===== config.mk =====
export PLATFORM = sky130hd
export DESIGN_NAME = fcm_ctrl
export DESIGN_NICKNAME = d
export VERILOG_FILES = /design/src/rtl/fcm_pkg.sv /design/src/rtl/fcm_edge_if.sv /design/src/rtl/fcm_ctrl.sv /design/src/rtl/fcm_tms_edge.sv
export SDC_FILE = /design/constraint.sdc
export NUM_CORES = 1
export LEC_CHECK = 0
export BUFFER_PORTS_ARGS = -buffer_cell sky130_fd_sc_hd__buf_2
export CORE_AREA = 2 2 39 41
export CTS_CLUSTER_DIAMETER = 30
export CTS_CLUSTER_SIZE = 8
export DETAILED_ROUTE_END_ITERATION = 7
export DIE_AREA = 0 0 41 43
export GPL_TIMING_DRIVEN = 0
export PLACE_DENSITY = 0.44
export SYNTH_ARGS = -nofsm -noshare
export SYNTH_HDL_FRONTEND = slang
export SYNTH_SLANG_ARGS = --single-unit

===== constraint.sdc =====
create_clock -name clk_sys -period 2.63 [get_ports clk_sys]
set_input_delay 0.3945 -clock clk_sys [delete_from_list [all_inputs] [get_ports clk_sys]]
set_output_delay 0.3945 -clock clk_sys [all_outputs]
set_load 0.01 [all_outputs]

===== src/rtl/fcm_pkg.sv =====
// constants and types shared by the fuse-check mode control block
package fcm_pkg;

  // ----------------------------------------------------------------
  // mode sequencing
  // ----------------------------------------------------------------
  localparam int unsigned FCM_CNT_W        = 2;
  localparam logic [1:0]  FCM_RISES_TO_EXIT = 2'h2;
  localparam logic [1:0]  FCM_CNT_RST       = 2'h0;
  // tms pad is pulled up, so the edge detector assumes high before reset
  localparam logic        FCM_TMS_IDLE      = 1'h1;

  typedef enum logic [1:0] {
    FCM_ARMED  = 2'b00,
    FCM_ACTIVE = 2'b01,
    FCM_SPENT  = 2'b10
  } fcm_state_e;

endpackage


===== src/rtl/fcm_edge_if.sv =====
// tms rise and fall pulses passed from the edge detector to the controller
`timescale 1ns/1ps
`default_nettype none
interface fcm_edge_if;
  logic tms_rise;
  logic tms_fall;

  modport src (output tms_rise, output tms_fall);
  modport snk (input  tms_rise, input  tms_fall);
endinterface
`default_nettype wire


===== src/rtl/fcm_ctrl.sv =====
// fuse-check mode control: arm, activate, count tms rises, gate current
// How it works
// the continuity check runs only on the first port access per reset.
// enter the mode on first tms fall, or tms low at reset.
// while active, count tms rises; leave on the second one.
// after leaving, stay inactive whatever tms does until next reset.
// current path enabled only while mode active and tms low.
// the tool should idle tms high to avoid accidental activation.
// reset clears active and count, sets armed; entry clears armed; exit clears count.
`timescale 1ns/1ps
`default_nettype none
module fcm_ctrl
  import fcm_pkg::*;
(
  input  wire logic clk_sys,
  input  wire logic srst,
  input  wire logic tms,
  output var  logic fuse_check_active,
  output var  logic fuse_check_armed,
  output var  logic check_current_en
);

  typedef struct packed {
    fcm_state_e           state;
    logic [FCM_CNT_W-1:0] rises;
  } fcm_ctrl_s;

  fcm_ctrl_s st;
  fcm_ctrl_s next_st;

  fcm_edge_if edges ();

  fcm_tms_edge u_edge (
    .clk_sys (clk_sys),
    .srst    (srst),
    .tms     (tms),
    .edges   (edges)
  );

  // ----------------------------------------------------------------
  // mode sequencing
  // ----------------------------------------------------------------
  always_comb begin
    next_st = st;
    case (st.state)
      FCM_ARMED: begin
        if (edges.tms_fall) begin
          next_st.state = FCM_ACTIVE;
          next_st.rises = FCM_CNT_RST;
        end
      end
      FCM_ACTIVE: begin
        if (edges.tms_rise) begin
          if (st.rises + 2'h1 == FCM_RISES_TO_EXIT) begin
            next_st.state = FCM_SPENT;
            next_st.rises = FCM_CNT_RST;
          end else begin
            next_st.rises = st.rises + 2'h1;
          end
        end
      end
      FCM_SPENT: begin
        // no way back short of reset, so one check per reset
        next_st = st;
      end
      default: begin
        next_st.state = FCM_SPENT;
        next_st.rises = FCM_CNT_RST;
      end
    endcase
  end

  always_ff @(posedge clk_sys) begin
    if (srst) begin
      st.state <= FCM_ARMED;
      st.rises <= FCM_CNT_RST;
    end else begin
      st <= next_st;
    end
  end

  // ----------------------------------------------------------------
  // outputs
  // ----------------------------------------------------------------
  assign fuse_check_active = (st.state == FCM_ACTIVE);
  assign fuse_check_armed  = (st.state == FCM_ARMED);
  // uses the live pin so current stops in the same cycle tms rises
  assign check_current_en  = fuse_check_active & ~tms;

  // ----------------------------------------------------------------
  // checks
  // ----------------------------------------------------------------
  property p_enter;
    @(posedge clk_sys) disable iff (srst)
      (st.state == FCM_ARMED) && $past(tms) && !tms
      |=> fuse_check_active && (st.rises == FCM_CNT_RST);
  endproperty
  a_enter: assert property (p_enter)
    else $error("mode not entered on tms fall");

  property p_stay_armed;
    @(posedge clk_sys) disable iff (srst)
      fuse_check_armed && tms |=> fuse_check_armed;
  endproperty
  a_stay_armed: assert property (p_stay_armed)
    else $error("mode left armed without a tms fall");

  property p_first_rise;
    @(posedge clk_sys) disable iff (srst)
      fuse_check_active && (st.rises == 2'h0) && !$past(tms) && tms
      |=> fuse_check_active && (st.rises == 2'h1);
  endproperty
  a_first_rise: assert property (p_first_rise)
    else $error("first tms rise did not keep mode active");

  property p_exit;
    @(posedge clk_sys) disable iff (srst)
      fuse_check_active && (st.rises == 2'h1) && !$past(tms) && tms
      |=> !fuse_check_active && !fuse_check_armed;
  endproperty
  a_exit: assert property (p_exit)
    else $error("second tms rise did not end the mode");

  property p_spent;
    @(posedge clk_sys) disable iff (srst)
      $fell(fuse_check_active)
      |=> (!fuse_check_active && !fuse_check_armed) [*8];
  endproperty
  a_spent: assert property (p_spent)
    else $error("mode re-armed or re-entered without reset");

  property p_current;
    @(posedge clk_sys) disable iff (srst)
      check_current_en |-> fuse_check_active && !tms;
  endproperty
  a_current: assert property (p_current)
    else $error("check current enabled outside active low tms");

  property p_reset;
    @(posedge clk_sys) disable iff (srst)
      $fell(srst) |-> fuse_check_armed && !fuse_check_active
                      && (st.rises == FCM_CNT_RST) && !check_current_en;
  endproperty
  a_reset: assert property (p_reset)
    else $error("reset did not arm the mode");

  // tms already low when reset lets go counts as a fall
  property p_enter_low;
    @(posedge clk_sys) disable iff (srst)
      $fell(srst) && !tms
      |=> fuse_check_active && (st.rises == FCM_CNT_RST);
  endproperty
  a_enter_low: assert property (p_enter_low)
    else $error("mode not entered with tms low at reset");

  property p_fall_ignored;
    @(posedge clk_sys) disable iff (srst)
      fuse_check_active && $past(tms) && !tms
      |=> fuse_check_active && $stable(st.rises);
  endproperty
  a_fall_ignored: assert property (p_fall_ignored)
    else $error("tms fall changed the rise count");

  property p_rises_bound;
    @(posedge clk_sys) disable iff (srst)
      fuse_check_active |-> (st.rises < FCM_RISES_TO_EXIT);
  endproperty
  a_rises_bound: assert property (p_rises_bound)
    else $error("rise count reached exit value while active");

  property p_rises_idle;
    @(posedge clk_sys) disable iff (srst)
      !fuse_check_active |-> (st.rises == FCM_CNT_RST);
  endproperty
  a_rises_idle: assert property (p_rises_idle)
    else $error("rise count left over outside the mode");

  // ----------------------------------------------------------------
  // checks: once per reset
  // ----------------------------------------------------------------
  // these hold for the whole cycle, unlike the fixed window above
  property p_never_rearm;
    @(posedge clk_sys) disable iff (srst)
      !fuse_check_armed |=> !fuse_check_armed;
  endproperty
  a_never_rearm: assert property (p_never_rearm)
    else $error("mode re-armed without reset");

  property p_spent_hold;
    @(posedge clk_sys) disable iff (srst)
      !fuse_check_active && !fuse_check_armed
      |=> !fuse_check_active && !fuse_check_armed;
  endproperty
  a_spent_hold: assert property (p_spent_hold)
    else $error("mode came back after it ended");

  // ----------------------------------------------------------------
  // checks: current path
  // ----------------------------------------------------------------
  // the on and off checks are judged against the state register, not the active output decode
  property p_current_on;
    @(posedge clk_sys) disable iff (srst)
      (st.state == FCM_ACTIVE) && !tms |-> check_current_en;
  endproperty
  a_current_on: assert property (p_current_on)
    else $error("check current off while active with tms low");

  property p_current_off;
    @(posedge clk_sys) disable iff (srst)
      (st.state != FCM_ACTIVE) |-> !check_current_en;
  endproperty
  a_current_off: assert property (p_current_off)
    else $error("check current on outside the mode");

  // the live pin is used, so a rise cuts the current in its own cycle
  property p_current_rise;
    @(posedge clk_sys) disable iff (srst)
      fuse_check_active && $rose(tms) |-> !check_current_en;
  endproperty
  a_current_rise: assert property (p_current_rise)
    else $error("check current still on after tms rose");

  c_enter: cover property (@(posedge clk_sys) disable iff (srst)
    $rose(fuse_check_active));
  c_exit: cover property (@(posedge clk_sys) disable iff (srst)
    $fell(fuse_check_active));
  c_current: cover property (@(posedge clk_sys) disable iff (srst)
    check_current_en);
  c_low_entry: cover property (@(posedge clk_sys) disable iff (srst)
    $fell(srst) && !tms);

endmodule // fcm_ctrl
`default_nettype wire


===== src/rtl/fcm_tms_edge.sv =====
// edge detector on the tms pin
`timescale 1ns/1ps
`default_nettype none
module fcm_tms_edge
  import fcm_pkg::*;
(
  input  wire logic   clk_sys,
  input  wire logic   srst,
  input  wire logic   tms,
  fcm_edge_if.src     edges
);

  typedef struct packed {
    logic prev;
  } fcm_edge_s;

  fcm_edge_s st;
  fcm_edge_s next_st;

  always_comb begin
    next_st      = st;
    next_st.prev = tms;
  end

  always_ff @(posedge clk_sys) begin
    if (srst) begin
      st.prev <= FCM_TMS_IDLE;
    end else begin
      st <= next_st;
    end
  end

  // ----------------------------------------------------------------
  // edge pulses
  // ----------------------------------------------------------------
  // tms held low through reset shows up as a fall right after release
  assign edges.tms_fall = st.prev & ~tms;
  assign edges.tms_rise = ~st.prev & tms;

endmodule // fcm_tms_edge
`default_nettype wire


# Word-level counts from Yosys, hierarchy flattened
# Index checks and enable logic that the tools add are counted.
[totals] regBits=5 inputBits=3 elab_cells=24
[classes] add_sub_neg=1 n_eq_ne=6 n_mux=5 n_bitwise=6 n_reduce_logical=3
[op_table] cell="4-bit one-hot mux with 3 select lines" n=1
[op_table] cell="4-bit 2-to-1 mux" n=2
[op_table] cell="2-bit by 1-bit != test with 1-bit output (second input constant)" n=3
[op_table] cell="2-bit equality test (second input constant)" n=2
[op_table] cell="2-bit 2-to-1 mux" n=2
[op_table] cell="4-bit AND reduction" n=1
[op_table] cell="1-bit bitwise AND" n=3
[op_table] cell="1-bit inverter" n=3
[op_table] cell="3-bit AND reduction" n=1
[op_table] cell="2-bit by 1-bit adder with 2-bit output (second input constant)" n=1
[op_table] cell="2-bit by 1-bit equality test with 1-bit output (second input constant)" n=1
[op_table] cell="2-bit zero test" n=1

# Logic depth before layout (Yosys ltp)
# Gate-level depths: netlist of the first run.
[depth] word_depth=5 depth_mapped=3

# Cells and area by module
# Synthesis of the first run repeated with hierarchy kept, for this count alone.
[unflattened] hier_cells=24 area_unflattened_um2=239.0
[modules_own_cells] module="fcm_ctrl" n_inst=1 cells_each=20 area_each_um2=198.9 seq_area_each_um2=80.1
[modules_own_cells] module="fcm_tms_edge" n_inst=1 cells_each=4 area_each_um2=40.0 seq_area_each_um2=20.0

# Least setup slack after synthesis of the first run
# OpenSTA, ideal clock, no wires.
[synth_path] path_type="register -> output" startpoint="reg st[2] (netlist bit)" endpoint="out check_current_en" t_arrival_ns=0.806 slack_ns=1.430 path_stages_with_launch=3 n_path_buf=1 cell_sequence="dfxtp_1 > clkbuf_2 > nor3b_1"
[synth_between] elab_chain_cells=2
[synth_lines] item="start: declaration" line="fcm_ctrl.sv:28" source="fcm_ctrl_s st;"
[synth_lines] item="start signal: assignment" line="fcm_ctrl.sv:78" source="st <= next_st;"
[synth_lines] item="2-bit by 1-bit equality test with 1-bit output" line="fcm_ctrl.sv:85" source="assign fuse_check_active = (st.state == FCM_ACTIVE);"
[synth_lines] item="1-bit bitwise AND" line="fcm_ctrl.sv:88" source="assign check_current_en = fuse_check_active & ~tms;"
[synth_lines] item="end: declaration" line="fcm_ctrl.sv:20" source="output var logic check_current_en"
# Every way passes these cells.

# Worst setup path in the final report of the first run
# Same ends and word-level chain as after synthesis.

==> flow_summary.yaml, run 1 <==
sta:
  fin_crit_sh: 0.560
  period_minus_slack_ns: 1.47
  fin_setup_tns_ns: 0
  fmax_ghz: 0.678
  slew_headroom: 0.831
  drv_slew: 0
  setup_viol: 0
  fin_skew_ns: 0.000519
  finalHoldViolations: 0
  rsz0062_at_grt: "false"
  hold_slack_ns: 0.390
  max_slew.worst_pin.slew_ns: 0.249
drt:
  first_pass_iters: 1
  ant_nets: 0
  drc_errors: 0
  dr.first_iter.drc_count: 0
  vias: 184
  vias_per_cell: 3.76
  post_drt_wl_per_cell_um: 8.12
  drt_wl_total_um: 398
hold_path:
  min_to: "st[2]$_SDFFE_PP0P_"
  worstHoldPathCells: 2
  holdCritPathClass: "in -> reg"
  worst_hold_startpoint: "srst"
finish:
  fin_cells: 49
  drive_above_1_share: 0.424
  syn2layout_area_growth_pct: 30.5
  num-nets-final: 37
  utilization: 0.221
  final_cell_mix: "5 x buf_2, 5 x dfxtp_1, 4 x nor2_1"
  num_antenna_cells: 0
pwr:
  p_seq_frac: 0.425
  pwr-share-clk: 0.455
  comb_power_share: 0.120
  p_leak_nw: 0.128
  p_int_w: 0.000147
  p_switching_w: 0.0000391
  swShare: 0.210
  irDropWorstVdd_uv: 237
  p_per_area_nw_per_um2: 610
clock_tree:
  clockBufferDepth: 2
  cts_setup_buffers: 0
  cts_resized: 0
  cts.htree.levels: 1
  hold_buffers: 0
  path_clk_slew_ns: 0.04
  cts_tree: "done"
  root_buffer: "clkbuf_4"
  numCtsBuffers: 3
  clk_latency_ns: 0.24
  numClockSinks: 5
floorplan:
  fp.dieArea_um2: 1760
  placeableCoreArea_um2: 1380
  chipWidth_um: 41
  rows: 14
  ios: 6
  die_y_um: 43
  initial_core_util: 0.169
setup_path:
  critPathRequiredTime_ns: 2.24
  crit_fanout: 9
  rr_endpoint: "st[2]$_SDFFE_PP0P_"
  rr_worst_depth: 3
  crit_arrival_ns: 1.08
  rrSetupSlack_ns: 1.52
  critPathKind: "reg -> out"
  crit_path_start_kind: "flop"
  critPathCaptureType: "output port"
  reg2reg_from: "st[3]$_SDFFE_PP0P_"
yosys:
  netlist_instances: 24
  syn_area_um2: 234
  yosysSeqAreaShare: 0.428
  ys_types: 16
  syn-mean-instance-area_um2: 9.75
  syn_nets: 27
  synth_warnings: 0
  ys_seq_elements: 5
global_routing:
  globalRouteOverflowTotal: 0
  track_usage: 0.0663
  grt_max_degree: 10
  grt_pass1_wl_um: 738
  antenna_found_initial: 0
  grt_pass1_vias: 193
place:
  gp_congestion: 0.690
  detailed_place_hpwl_um: 319
  portBuffers: 5
  dp_cells: 45
job:
  maxCapViolations: 0
status:
  status: "complete, no violations"
[worst max-delay path, stage by stage, from the launching register on]
cell	delay [ns]
dfxtp_1	0.29
clkbuf_2	0.19
nor3b_1	0.20
buf_2	0.16
[logic make-up (layout without fill, tap and decap cells)]
group / after synthesis / count (layout) / synth area share
AOI/OAI and AO/OA: 3 / 3 / 0.0749
buffers and inverters: 2 / 11 / 0.0374
DFF: 5 / 5 / 0.428
and+or+nand+nor: 14 / 14 / 0.460
[power groups by stage]
stage	clock network (W)	logic, W	registers (W)
2_1_floorplan	0	0.0000155	0.0000803
3_3_place_gp	0	0.0000224	0.0000804
3_5_place_dp	0	0.0000225	0.0000805
4_1_cts	0.0000897	0.0000226	0.0000793
5_1_grt	0.000104	0.0000251	0.0000791
6_report	0.0000847	0.0000224	0.0000792
[layout make-up]
type | instances | area (µm²)
multi-input cells | 17 | 125
repair buffers | 5 | 25.0
clock buffers | 4 | 26.3
plain buffers | 1 | 5.00
well taps | 16 | 20.0
flip-flops and latches | 5 | 100
fillers | 160 | 1080
inverters | 1 | 3.75
[synthesized netlist by cell type]
cell type,n,area [µm²]
inv_1,1,3.75
nor2b_1,1,6.26
nor3b_1,1,7.51
o22ai_1,1,6.26
dfxtp_1,5,100
or3b_4,1,11.3
a31oi_1,1,6.26
nor3b_2,1,12.5
and2b_2,1,8.76
nor2b_4,1,13.8
nor4b_1,2,17.5
or2_2,1,6.26
o21ai_0,1,5.00
clkbuf_2,1,5.00
nor2_1,4,15.0
and3b_1,1,8.76
[through the flow]
| step | worst slack, ns | instance area [µm²] | power (W) |
|---|---|---|---|
| 4_1_cts | 1.13 | 305 | 0.000192 |
| 5_1_grt | 1.02 | 305 | 0.000208 |
| 3_3_place_gp | 1.39 | 279 | 0.000103 |
| 3_5_place_dp | 1.37 | 279 | 0.000103 |
| 2_1_floorplan | 1.43 | 234 | 0.0000958 |
| 6_report | 1.16 | 305 | 0.000186 |
[sequential cells by signal, summed over array words and instances (netlist names)]
signal / flops
st: 4
u_edge.st: 1
[worst max-delay path by stage]
stage	depth (start not counted)	to	start
floorplan	2	check_current_en	st[2]$_SDFFE_PP0P_
detailed placement	4	st[2]$_SDFFE_PP0P_	tms
global route	3	check_current_en	st[2]$_SDFFE_PP0P_
finish	3	check_current_en	st[2]$_SDFFE_PP0P_
CTS	3	check_current_en	st[2]$_SDFFE_PP0P_
global placement	4	st[2]$_SDFFE_PP0P_	tms
[layer usage]
metal	global-route usage	wire length, µm	vias to the layer above
met1	0.0710	200	76
li1	-	-	102
met3	0.0471	47	0
met5	0	0	-
met4	0.0600	0	0
met2	0.0813	149	6
Power figures use the tool's default switching activity.
==> run 2, diff against run 1 <==
==> constraint.sdc (replaced) <==
create_clock -name clk_sys -period 1.4 [get_ports clk_sys]
set_input_delay 0.21 -clock clk_sys [delete_from_list [all_inputs] [get_ports clk_sys]]
set_output_delay 0.21 -clock clk_sys [all_outputs]
set_load 0.01 [all_outputs]
==> flow_summary.yaml, run 2 (synthesized netlist as in run 1, its figures left out) <==
setup_path:
  crit_path_start_kind: "flop"
  critical_path.slowest_cell: "dfxtp_1"
  crit_fanout: 9
  critPathKind: "reg -> out"
  cpPeakStageDelay_ns: 0.29
  crit_chain: "buf_2 > nor3b_2 > buf_2"
  crit_arrival_ns: 1.03
  critPathCaptureType: "output port"
  path_common_cell: "buf_2"
  critPathRequiredTime_ns: 1.19
sta:
  drv_slew: 0
  finalHoldViolations: 0
  slew_headroom: 0.832
  fin_crit_sh: 0.886
  fin_skew_ns: 0.00122
  fmax_ghz: 0.806
  fin_setup_tns_ns: 0
  rsz0062_at_grt: "false"
  max_slew.worst_pin.slew_ns: 0.249
  hold_slack_ns: 0.207
  period_minus_slack_ns: 1.24
  setup_viol: 0
drt:
  drc_errors: 0
  ant_nets: 0
  drt_wl_total_um: 405
  dr.first_iter.drc_count: 1
  vias_per_cell: 3.84
  post_drt_wl_per_cell_um: 8.27
  first_pass_iters: 2
  vias: 188
floorplan:
  rows: 14
  die_y_um: 43
  initial_core_util: 0.169
  ios: 6
  chipWidth_um: 41
  placeableCoreArea_um2: 1380
  fp.dieArea_um2: 1760
pwr:
  p_per_area_nw_per_um2: 1130
  pwr-share-clk: 0.452
  comb_power_share: 0.123
  p_switching_w: 0.0000731
  p_leak_nw: 0.130
  irDropWorstVdd_uv: 442
  p_seq_frac: 0.425
  p_int_w: 0.000277
  swShare: 0.209
clock_tree:
  cts_setup_buffers: 0
  path_clk_slew_ns: 0.04
  root_buffer: "clkbuf_4"
  cts_tree: "done"
  clk_latency_ns: 0.24
  clockBufferDepth: 2
  numCtsBuffers: 3
  cts.htree.levels: 1
  numClockSinks: 5
global_routing:
  globalRouteOverflowTotal: 0
  grt_pass1_wl_um: 738
  track_usage: 0.0663
  grt_pass1_vias: 193
  grt_max_degree: 10
  antenna_found_initial: 0
status:
  status: "complete, no violations"
finish:
  num-nets-final: 37
  design_area_um2: 310
  final_cell_mix: "6 x buf_2, 5 x dfxtp_1, 4 x nor2_1"
  fin_cells: 49
  largest-register: "st"
  fillCellCount: 165
  final_common_cell: "buf_2"
  drive_above_1_share: 0.455
  syn2layout_area_growth_pct: 32.6
  reg.largest.list: "st: 4 flops, u_edge.st: 1 flops"
  num_antenna_cells: 0
  largest_reg_flops: 4
place:
  placed_cell_area_um2: 279
  portBuffers: 5
  dp_cells: 45
  gp_congestion: 0.690
  detailed_place_hpwl_um: 319
job:
  maxCapViolations: 0
hold_path:
  holdCritPathClass: "in -> reg"
==> run 2: final cells by class <==
| type | instances | area (µm²) | share of cell area |
|---|---|---|---|
| Timing Repair Buffer | 5 | 25.0 | 0.0806 |
| Multi-Input combinational cell | 17 | 130 | 0.419 |
| Sequential cell | 5 | 100 | 0.323 |
| Buffer | 1 | 5.00 | 0.0161 |
| Tap cell | 16 | 20.0 | 0.0645 |
| Inverter | 1 | 3.75 | 0.0121 |
| Clock buffer | 4 | 26.3 | 0.0847 |
==> run 2: critical path: cells and delay by family (launching register included) <==
family / cells / cell delay (ns)
buffers and inverters: 2 / 0.33
flip-flops: 1 / 0.29
AND/OR/NAND/NOR: 1 / 0.17
==> run 2: per-layer routing <==
layer / GRT usage / wire, µm / up-vias
met5: 0 / 0 / -
met4: 0.0600 / 0 / 0
met3: 0.0471 / 47 / 0
met2: 0.0813 / 156 / 6
met1: 0.0710 / 200 / 80
li1: - / - / 102
==> run 2: timing repair <==
action,CTS,global route
hold buffers,0,0
gates resized for setup,0,2
setup endpoints to repair,0,1
==> run 2: worst paths after layout <==
kind                                            to  slack [ns]  cells past startpoint          startpoint
worst max register to register  st[2]$_SDFFE_PP0P_        0.28                      3  st[3]$_SDFFE_PP0P_
worst min-delay path            st[2]$_SDFFE_PP0P_        0.21                      2                srst
worst max-delay path              check_current_en        0.16                      3  st[2]$_SDFFE_PP0P_
worst min register to register  st[1]$_SDFFE_PP0P_        0.45                      2  st[1]$_SDFFE_PP0P_
==> run 2: through the flow <==
step | power, W | setup slack [ns] | util
finish | 0.000350 | 0.159 | 0.224
global route | 0.000390 | 0.0796 | 0.224
CTS | 0.000360 | 0.0886 | 0.221
detailed placement | 0.000194 | 0.287 | 0.202
global placement | 0.000193 | 0.309 | 0.202
floorplan | 0.000180 | 0.355 | -
==> run 2: power groups by stage <==
stage	Clock (W)	Sequential, W	Combinational [W]
2_1_floorplan	0	0.000151	0.0000292
3_3_place_gp	0	0.000151	0.0000421
5_1_grt	0.000194	0.000148	0.0000475
6_report	0.000158	0.000149	0.0000429
4_1_cts	0.000169	0.000149	0.0000424
3_5_place_dp	0	0.000151	0.0000424
